File: src/core/bppr_regs.svh
// register offsets, field positions and reset values of the backup and pad pull bank
`ifndef BPPR_REGS_SVH
`define BPPR_REGS_SVH

`define BPPR_OFF_BACKUP_THREE   8'h19
`define BPPR_OFF_BACKUP_FOUR    8'h1a
`define BPPR_OFF_BACKUP_FIVE    8'h1b
`define BPPR_OFF_PAD_PULL       8'h1c
`define BPPR_OFF_REF_STATE      8'h1d

`define BPPR_RST_BACKUP         8'h00
`define BPPR_RST_PAD_PULL       8'h1f
`define BPPR_RST_REF_STATE      8'h01

`define BPPR_MASK_PAD_PULL      8'h7f
`define BPPR_MASK_REF_STATE     8'h03

`define BPPR_BIT_CTL_BUS_PU     6
`define BPPR_BIT_SCL_BUS_PU     5
`define BPPR_BIT_PWR_BTN_PU     4
`define BPPR_BIT_SLEEP_PD       3
`define BPPR_BIT_HOLD_PD        2
`define BPPR_BIT_COLD_RST_PD    1
`define BPPR_BIT_AUX_RST_PD     0

`define BPPR_BACKUP_DEPTH       3

`endif

File: src/core/bppr_pkg.sv
// types shared by the backup and pad pull bank
package bppr_pkg;

    typedef enum logic [1:0]
    {
        REF_OFF      = 2'h0,
        REF_ACTIVE   = 2'h1,
        REF_RESERVED = 2'h2,
        REF_SLEEP    = 2'h3
    } bppr_ref_type;

endpackage

File: src/core/bppr_store_if.sv
// carrier between the bank and its backup byte store
`timescale 1ns/1ps
interface bppr_store_if;
    logic       wr_en;
    logic [1:0] wr_idx;
    logic [7:0] wr_data;
    logic [1:0] rd_idx;
    logic [7:0] rd_data;

    modport bank
    (
        output wr_en,
        output wr_idx,
        output wr_data,
        output rd_idx,
        input  rd_data
    );
    modport store
    (
        input  wr_en,
        input  wr_idx,
        input  wr_data,
        input  rd_idx,
        output rd_data
    );
endinterface

File: src/core/bppr_backup_store.sv
// three backup bytes, cleared by the full reset only
`timescale 1ns/1ps
`include "bppr_regs.svh"
module bppr_backup_store
(
    // clock and full-domain reset
    input  wire logic    clk,
    input  wire logic    rst_full,
    // bank side
    bppr_store_if.store  port
);

    logic [7:0] mem      [`BPPR_BACKUP_DEPTH];
    logic [7:0] next_mem [`BPPR_BACKUP_DEPTH];
    logic [7:0] rd_q;
    logic [7:0] next_rd_q;

    genvar g;
    generate
        for (g = 0; g < `BPPR_BACKUP_DEPTH; g++)
        begin : gen_byte
            always_comb
            begin
                next_mem[g] = mem[g];
                if (port.wr_en && port.wr_idx == 2'(g))
                begin
                    next_mem[g] = port.wr_data;
                end
            end

            // no other reset touches these bytes
            always_ff @(posedge clk)
            begin
                if (rst_full)
                begin
                    mem[g] <= `BPPR_RST_BACKUP;
                end
                else
                begin
                    mem[g] <= next_mem[g];
                end
            end
        end
    endgenerate

    always_comb
    begin
        next_rd_q = 8'h00;
        if (port.rd_idx < 2'(`BPPR_BACKUP_DEPTH))
        begin
            next_rd_q = mem[port.rd_idx];
        end
    end

    always_ff @(posedge clk)
    begin
        if (rst_full)
        begin
            rd_q <= 8'h00;
        end
        else
        begin
            rd_q <= next_rd_q;
        end
    end

    assign port.rd_data = rd_q;

endmodule

File: src/core/bppr_bank.sv
// backup storage, pad pull control and reference state register bank
// Behaviour
// - three read/write backup bytes at 0x19..0x1b, reset to zero.
// - backup bytes keep contents while the rtc supply stays on.
// - only the full reset clears the backup bytes.
// - pad pull control at 0x1c returns to default on general reset.
// - bit 6 enables control bus data and clock pull-ups; resets 0.
// - bit 5 enables scaling bus data and clock pull-ups; resets 0.
// - bit 4 enables power-on pad pull-up; resets 1.
// - bit 3 enables sleep pad pull-down; resets 1.
// - bit 2 enables power-hold pad pull-down; resets 1.
// - bit 1 enables cold reset pad pull-down; resets 1.
// - bit 0 enables secondary reset output pull-down; resets 1.
// - reference state at 0x1d returns to default on turn-off reset.
// - state 00 off, 01 active, 10 reserved, 11 sleep; resets 01.
// - reference state is read-only except in test mode.
`timescale 1ns/1ps
`include "bppr_regs.svh"
module bppr_bank
(
    // clock and the three reset domains, all synchronous active high
    input  wire logic       CLK_SYS,
    input  wire logic       RST,
    input  wire logic       RST_GENERAL,
    input  wire logic       RST_TURNOFF,
    // test mode strap, from a pin
    input  wire logic       TEST_MODE,
    // register access port, same clock domain
    input  wire logic       REG_WR,
    input  wire logic       REG_RD,
    input  wire logic [7:0] REG_ADDR,
    input  wire logic [7:0] REG_WDATA,
    output logic      [7:0] REG_RDATA,
    output logic            REG_RVALID,
    // pad pull controls
    output logic            CONTROL_BUS_PULLUP_EN,
    output logic            SCALING_BUS_PULLUP_EN,
    output logic            POWER_BUTTON_PULLUP_EN,
    output logic            SLEEP_PIN_PULLDOWN_EN,
    output logic            HOLD_PIN_PULLDOWN_EN,
    output logic            COLD_RESET_PULLDOWN_EN,
    output logic            AUX_RESET_OUT_PULLDOWN_EN,
    // reference state
    output bppr_pkg::bppr_ref_type REFERENCE_STATE_FIELD
);

    ////////////////////////////////////////////////////////////////////////////
    // address decode

    function automatic logic [2:0] decode(input logic [7:0] addr);
        logic [2:0] sel;
        sel = 3'h7;
        if (addr == `BPPR_OFF_BACKUP_THREE)
        begin
            sel = 3'h0;
        end
        else if (addr == `BPPR_OFF_BACKUP_FOUR)
        begin
            sel = 3'h1;
        end
        else if (addr == `BPPR_OFF_BACKUP_FIVE)
        begin
            sel = 3'h2;
        end
        else if (addr == `BPPR_OFF_PAD_PULL)
        begin
            sel = 3'h3;
        end
        else if (addr == `BPPR_OFF_REF_STATE)
        begin
            sel = 3'h4;
        end
        return sel;
    endfunction

    logic [2:0] wr_sel;
    logic [2:0] rd_sel;

    assign wr_sel = decode(REG_ADDR);
    assign rd_sel = decode(REG_ADDR);

    ////////////////////////////////////////////////////////////////////////////
    // test mode strap synchroniser

    logic test_meta;
    logic test_sync;

    always_ff @(posedge CLK_SYS)
    begin
        if (RST)
        begin
            test_meta <= 1'b0;
            test_sync <= 1'b0;
        end
        else
        begin
            test_meta <= TEST_MODE;
            test_sync <= test_meta;
        end
    end

    ////////////////////////////////////////////////////////////////////////////
    // backup bytes

    bppr_store_if store_bus ();

    assign store_bus.wr_en   = REG_WR && wr_sel <= 3'h2;
    assign store_bus.wr_idx  = wr_sel[1:0];
    assign store_bus.wr_data = REG_WDATA;
    assign store_bus.rd_idx  = rd_sel[1:0];

    // full reset only: general and turn-off resets leave the bytes alone
    bppr_backup_store u_store
    (
        .clk      (CLK_SYS),
        .rst_full (RST),
        .port     (store_bus.store)
    );

    ////////////////////////////////////////////////////////////////////////////
    // pad pull control, general reset domain

    localparam logic [7:0] pad_rst = `BPPR_RST_PAD_PULL;

    logic [7:0] pad_pull;
    logic [7:0] next_pad_pull;

    always_comb
    begin
        next_pad_pull = pad_pull;
        if (REG_WR && wr_sel == 3'h3)
        begin
            next_pad_pull = REG_WDATA & `BPPR_MASK_PAD_PULL;
        end
    end

    // the full reset also implies a general reset
    always_ff @(posedge CLK_SYS)
    begin
        if (RST || RST_GENERAL)
        begin
            pad_pull <= `BPPR_RST_PAD_PULL;
        end
        else
        begin
            pad_pull <= next_pad_pull;
        end
    end

    // pad enables mirror the register, so they change at the same edge as the write
    always_ff @(posedge CLK_SYS)
    begin
        if (RST || RST_GENERAL)
        begin
            CONTROL_BUS_PULLUP_EN     <= pad_rst[`BPPR_BIT_CTL_BUS_PU];
            SCALING_BUS_PULLUP_EN     <= pad_rst[`BPPR_BIT_SCL_BUS_PU];
            POWER_BUTTON_PULLUP_EN    <= pad_rst[`BPPR_BIT_PWR_BTN_PU];
            SLEEP_PIN_PULLDOWN_EN     <= pad_rst[`BPPR_BIT_SLEEP_PD];
            HOLD_PIN_PULLDOWN_EN      <= pad_rst[`BPPR_BIT_HOLD_PD];
            COLD_RESET_PULLDOWN_EN    <= pad_rst[`BPPR_BIT_COLD_RST_PD];
            AUX_RESET_OUT_PULLDOWN_EN <= pad_rst[`BPPR_BIT_AUX_RST_PD];
        end
        else
        begin
            CONTROL_BUS_PULLUP_EN     <= next_pad_pull[`BPPR_BIT_CTL_BUS_PU];
            SCALING_BUS_PULLUP_EN     <= next_pad_pull[`BPPR_BIT_SCL_BUS_PU];
            POWER_BUTTON_PULLUP_EN    <= next_pad_pull[`BPPR_BIT_PWR_BTN_PU];
            SLEEP_PIN_PULLDOWN_EN     <= next_pad_pull[`BPPR_BIT_SLEEP_PD];
            HOLD_PIN_PULLDOWN_EN      <= next_pad_pull[`BPPR_BIT_HOLD_PD];
            COLD_RESET_PULLDOWN_EN    <= next_pad_pull[`BPPR_BIT_COLD_RST_PD];
            AUX_RESET_OUT_PULLDOWN_EN <= next_pad_pull[`BPPR_BIT_AUX_RST_PD];
        end
    end

    ////////////////////////////////////////////////////////////////////////////
    // reference state, turn-off reset domain

    bppr_pkg::bppr_ref_type ref_state;
    bppr_pkg::bppr_ref_type next_ref_state;

    always_comb
    begin
        next_ref_state = ref_state;
        // ignored outside test mode, no error shown
        if (REG_WR && wr_sel == 3'h4 && test_sync)
        begin
            next_ref_state = bppr_pkg::bppr_ref_type'(REG_WDATA[1:0]);
        end
    end

    always_ff @(posedge CLK_SYS)
    begin
        if (RST || RST_TURNOFF)
        begin
            ref_state             <= bppr_pkg::bppr_ref_type'(2'(`BPPR_RST_REF_STATE));
            REFERENCE_STATE_FIELD <= bppr_pkg::bppr_ref_type'(2'(`BPPR_RST_REF_STATE));
        end
        else
        begin
            ref_state             <= next_ref_state;
            REFERENCE_STATE_FIELD <= next_ref_state;
        end
    end

    ////////////////////////////////////////////////////////////////////////////
    // read path: two cycles, aligned with the store's registered read data

    logic       rd_pend;
    logic [2:0] rd_sel_q;
    logic [7:0] rd_local;
    logic [7:0] next_rdata;

    always_ff @(posedge CLK_SYS)
    begin
        if (RST)
        begin
            rd_pend  <= 1'b0;
            rd_sel_q <= 3'h7;
            rd_local <= 8'h00;
        end
        else
        begin
            rd_pend  <= REG_RD;
            rd_sel_q <= rd_sel;
            if (rd_sel == 3'h3)
            begin
                rd_local <= pad_pull & `BPPR_MASK_PAD_PULL;
            end
            else if (rd_sel == 3'h4)
            begin
                rd_local <= {6'h00, ref_state};
            end
            else
            begin
                rd_local <= 8'h00;
            end
        end
    end

    always_comb
    begin
        next_rdata = 8'h00;
        if (rd_sel_q <= 3'h2)
        begin
            next_rdata = store_bus.rd_data;
        end
        else
        begin
            next_rdata = rd_local;
        end
    end

    always_ff @(posedge CLK_SYS)
    begin
        if (RST)
        begin
            REG_RDATA  <= 8'h00;
            REG_RVALID <= 1'b0;
        end
        else
        begin
            REG_RDATA  <= rd_pend ? next_rdata : 8'h00;
            REG_RVALID <= rd_pend;
        end
    end

endmodule

File: config.mk
export PLATFORM = sky130hd
export DESIGN_NAME = bppr_bank
export DESIGN_NICKNAME = d
export VERILOG_FILES = /design/src/core/bppr_pkg.sv /design/src/core/bppr_store_if.sv /design/src/core/bppr_backup_store.sv /design/src/core/bppr_bank.sv
export VERILOG_INCLUDE_DIRS = /design/src /design/src/core
export SDC_FILE = /design/constraint.sdc
export NUM_CORES = 1
export LEC_CHECK = 0
export ABC_AREA = 1
export ABC_CLOCK_PERIOD_IN_PS = 1420
export BUFFER_PORTS_ARGS = -buffer_cell sky130_fd_sc_hd__buf_2
export CAP_MARGIN = 0
export CORE_MARGIN = 2
export CORE_UTILIZATION = 52
export CTS_CLUSTER_SIZE = 20
export DETAILED_ROUTE_END_ITERATION = 10
export PLACE_DENSITY = 0.82
export SYNTH_ARGS = -nofsm -noshare
export SYNTH_HDL_FRONTEND = slang
export SYNTH_SLANG_ARGS = --single-unit
File: constraint.sdc
create_clock -name CLK_SYS -period 1.42 [get_ports CLK_SYS]
set_input_delay 0.071 -clock CLK_SYS [delete_from_list [all_inputs] [get_ports CLK_SYS]]
set_output_delay 0.071 -clock CLK_SYS [all_outputs]
set_load 0.02 [all_outputs]
==> tab_implementation.tex <==
\begin{tabular}{lr}
\hline
Metric & Value \\
\hline
\multicolumn{2}{l}{\textbf{Power}} \\
Net switching power figure & 0.776 mW \\
Part of the power in combinational logic & 0.041 \\
Internal power of the cells & 3.09 mW \\
Switching portion of total power & 0.201 \\
Clock share of power & 0.461 \\
Peak supply drop & 0.000922 V \\
Overall power of the completed layout & between 3 and 4 mW \\
Power per standard cell area & 1240 nW/um\^{}2 \\
P\_leak & between 1.5 and 2 nW \\
Share of total power in sequential cells & 0.498 \\
\multicolumn{2}{l}{\textbf{Routing}} \\
Via total after detailed routing & 1,961 \\
Per-cell routed wire length & 12.5 um \\
Avg Vias per Cell & 4.75 \\
Drt initial violations & 120 \\
DRC & 0 \\
First drt pass iteration count & 4 \\
Antenna viol nets, final & 0 \\
Total wire length & 5150 um \\
\multicolumn{2}{l}{\textbf{Setup path}} \\
CP delay by family, top & buffers and inverters \\
FF-to-FF Start & test\_sync \\
Highest-delay cell along the critical path & sky130\_fd\_sc\_hd\_\_dlygate4sd3\_1 \\
Worst-path maximum fanout & 10 \\
Kind of end point of the critical path & flip-flop \\
Worst path most repeated cell & sky130\_fd\_sc\_hd\_\_nand2\_2 \\
Crit path from & REG\_ADDR[5] \\
Worst Path Arrival & 1520 ps \\
R2R setup slack & between 150 and 200 ps \\
Critical path buffers and inverters & 4 \\
Worst Path Class, Setup & input port to flip-flop \\
CP Capture Point & ref\_state[0] \\
Reg2Reg Depth & 4 \\
Crit path cell chain & buf\_2 > inv\_1 > nand2\_2 > nor2\_8 > nand2\_2 > buf\_4 > o21ai\_0 > nand3\_1 > dlygate4sd3\_1 \\
Slowest Stage Delay on Critical Path & around 550 ps \\
CP startpoint kind & input port \\
Required @ worst endpoint & approximately 1700 ps \\
R2r endpoint & ref\_state[0] \\
Depth of the critical timing path with buffers and inverters included & 9 \\
\multicolumn{2}{l}{\textbf{Timing}} \\
Measured slew at the worst slew-check pin & 369 ps \\
Period utilisation layout & 0.905 \\
Crit path time final & 1280 ps \\
Fin. max-slew vios & 0 \\
Maximum clock rate & roughly 0.78 GHz \\
Summed negative setup slack over all endpoints & 0 ps \\
Final setup skew & 9.96 ps \\
Headroom to the max-slew limit & 0.753 \\
\# setup viols final & 0 \\
Fin. Hold Viols & 0 \\
RSZ-0062 raised after global routing & false \\
\multicolumn{2}{l}{\textbf{Job}} \\
Max\_cap viols & 0 \\
\multicolumn{2}{l}{\textbf{Final layout}} \\
Post-route cell area & roughly 3100 sq um \\
Leading cell types in the layout, fill and taps excluded & sky130\_fd\_sc\_hd\_\_nor2\_1 (63), sky130\_fd\_sc\_hd\_\_nand2\_1 (53), sky130\_fd\_sc\_hd\_\_buf\_2 (40) \\
Number of fillers in the final layout & 370 \\
Leading cell type in the layout, fill and taps excluded & sky130\_fd\_sc\_hd\_\_nor2\_1 \\
Non-filler cells, final & 413 \\
Seq. cell area & 1500 sq um \\
Antenna diode instance count & 0 \\
Fraction of layout instances using a drive strength above 1 & 0.246 \\
Post-layout net count & about 360 \\
Area of the multi-input gates & 848 sq um \\
Layout overhead on the synthesized area & 23.2\% \\
\multicolumn{2}{l}{\textbf{Floorplanning}} \\
Standard-cell row count & 25 \\
Core ar. & 4720 sq um \\
Die height & 73.9 um \\
Initial Util & 0.537 \\
Die area & roughly 5500 sq um \\
I/O pin count & 41 \\
Overall die width & approximately 74 um \\
\multicolumn{2}{l}{\textbf{Clock tree}} \\
Count of instances resized after the clock tree is built & 0 \\
Clock insertion delay at the later pin of the skew report & $\sim$340 ps \\
Clock transition at path regs & $\sim$70 ps \\
Maximum number of buffers from clock root to sink & 2 \\
Clock Sinks & 63 \\
TritonCTS Buffers & 9 \\
CTS tree & done \\
Clk Tree Root Cell & sky130\_fd\_sc\_hd\_\_clkbuf\_8 \\
Number of setup buffers added after CTS & 0 \\
CTS Hold Bufs & 4 \\
CTS H-Tree Depth & 3 \\
\multicolumn{2}{l}{\textbf{Yosys}} \\
Number of flops mapped to enable cells by yosys & 24 \\
\#FFs+latches synth & 63 \\
Sequential fraction of the synthesis area & 0.591 \\
Gate count after technology mapping & between 200 and 300 \\
Parity-gate share of the synthesized area counting xor and xnor cells & 0 \\
Post-synthesis area per instance & approximately 9.0 sq um \\
Simple-gate area share of the yosys netlist & 0.289 \\
Largest family of logic cells by synthesized area & simple AND/OR/NAND/NOR gates \\
Compound-Gate Fraction of Synth Area & 0.0453 \\
Cell variety after synth & 22 \\
Mapped Area & roughly 2500 sq um \\
Share of synthesized flip-flops with an asynchronous set or reset & 0 \\
Yosys warnings & 0 \\
Area share of fa/ha/maj cells after synthesis & 0 \\
Leading register cell type out of synthesis & sky130\_fd\_sc\_hd\_\_dfxtp\_1 \\
Synthesized netlist net count & 305 \\
Share of cell area taken by muxes after synthesis & 0 \\
\multicolumn{2}{l}{\textbf{Placed design}} \\
Number of buffers inserted by port buffering & 40 \\
Standard cell area after detailed placement & 2850 sq um \\
Routability Congestion & around 0.80 \\
Post-detail-place hpwl & 3660 um \\
Placed Instances & 393 \\
\multicolumn{2}{l}{\textbf{Global routing}} \\
GRT Resource Usage Total & 0.219 \\
Largest net degree at the start of global routing & 13 \\
Total grt overflow & 0 \\
Via count of the first global-routing pass & between 1.5k and 2k \\
Initial antenna violation count & 0 \\
Wire length of the first global-routing pass & approximately 8600 um \\
\multicolumn{2}{l}{\textbf{Min path}} \\
Number of instances on the worst hold path & 3 \\
Hold Path Class & input port to flip-flop \\
Hold path startpoint & RST\_GENERAL \\
\multicolumn{2}{l}{\textbf{Status}} \\
Outcome & finished clean \\
\hline
\end{tabular}
-- layout make-up --
type,count,area share
Timing Repair Buffer,51,0.0936
Tap cell,67,0.0268
Sequential cell,63,0.480
Multi-Input combinational cell,173,0.271
Inverter,43,0.0516
Clock buffer,15,0.0668
Clock inverter,1,0.00960
-- stage by stage --
step	utilization	hold WS [ps]	setup WS, ps
4_1_cts	0.662	9.87	131
3_3_place_gp	0.603	273	76.4
6_report	0.662	16.6	135
2_1_floorplan	-	178	151
3_5_place_dp	0.603	290	33.7
5_1_grt	0.662	15.0	15.6
-- layer usage --
metal	wire length [um]	part of all wire	global-route usage
met4	183	0.036	0.117
met5	0	0	0
met3	280	0.054	0.0782
met1	2150	0.42	0.271
met2	2540	0.49	0.334
-- sequential cells by signal, summed over array words and instances, names as in the netlist --
name,flops
REG_RVALID,1
test_meta,1
REG_RDATA,8
test_sync,1
rd_local,7
pad_pull,7
rd_sel_q,3
ref_state,2
rd_pend,1
u_store.port.rd_data,8
u_store.mem,24
-- power groups by stage --
stage / sequential [mW] / clock (mW) / combinational, mW
2_1_floorplan: 1.96 / 0 / 0.0863
3_3_place_gp: 1.96 / 0 / 0.146
3_5_place_dp: 1.96 / 0 / 0.151
4_1_cts: 1.93 / 1.79 / 0.159
5_1_grt: 1.93 / 1.90 / 0.179
6_report: 1.93 / 1.78 / 0.160
-- tightest hold or removal path, cell delays in order --
cell                       delay, ps
sky130_fd_sc_hd__buf_2            70
sky130_fd_sc_hd__nor2_1           80
sky130_fd_sc_hd__o211ai_1         90
-- synthesized netlist by cell type, types with 2 or more instances --
library cell | number | share of area
sky130_fd_sc_hd__dfxtp_1 | 39 | 0.31
sky130_fd_sc_hd__nand3_4 | 3 | 0.021
sky130_fd_sc_hd__inv_1 | 39 | 0.058
sky130_fd_sc_hd__nand2_2 | 7 | 0.017
sky130_fd_sc_hd__nor2_4 | 2 | 0.0089
sky130_fd_sc_hd__edfxtp_1 | 24 | 0.28
sky130_fd_sc_hd__nand2_1 | 53 | 0.078
sky130_fd_sc_hd__nand2_4 | 4 | 0.018
sky130_fd_sc_hd__nor2_1 | 63 | 0.093
sky130_fd_sc_hd__o21ai_0 | 8 | 0.016
sky130_fd_sc_hd__o211ai_1 | 6 | 0.018
sky130_fd_sc_hd__a21oi_1 | 6 | 0.012
sky130_fd_sc_hd__nand4_1 | 5 | 0.012
sky130_fd_sc_hd__buf_6 | 2 | 0.0089
sky130_fd_sc_hd__inv_2 | 4 | 0.0059
sky130_fd_sc_hd__nand3_1 | 11 | 0.022
-- logic make-up (layout without fill, tap and decap cells) --
kind of cell	Yosys count	after routing
AND/OR/NAND/NOR	153	153
AO/OA/AOI/OAI	20	20
buffers and inverters	46	110
flip-flops	63	63
-- worst min-delay path by stage --
stage,end,slack (ps)
after global placement,test_meta,270
final,pad_pull[0],20
after floorplan,rd_pend,180
after detailed placement,rd_pend,290
after CTS,pad_pull[0],10
after global routing,pad_pull[5],10
No activity file was read; power rests on OpenSTA's default activity.
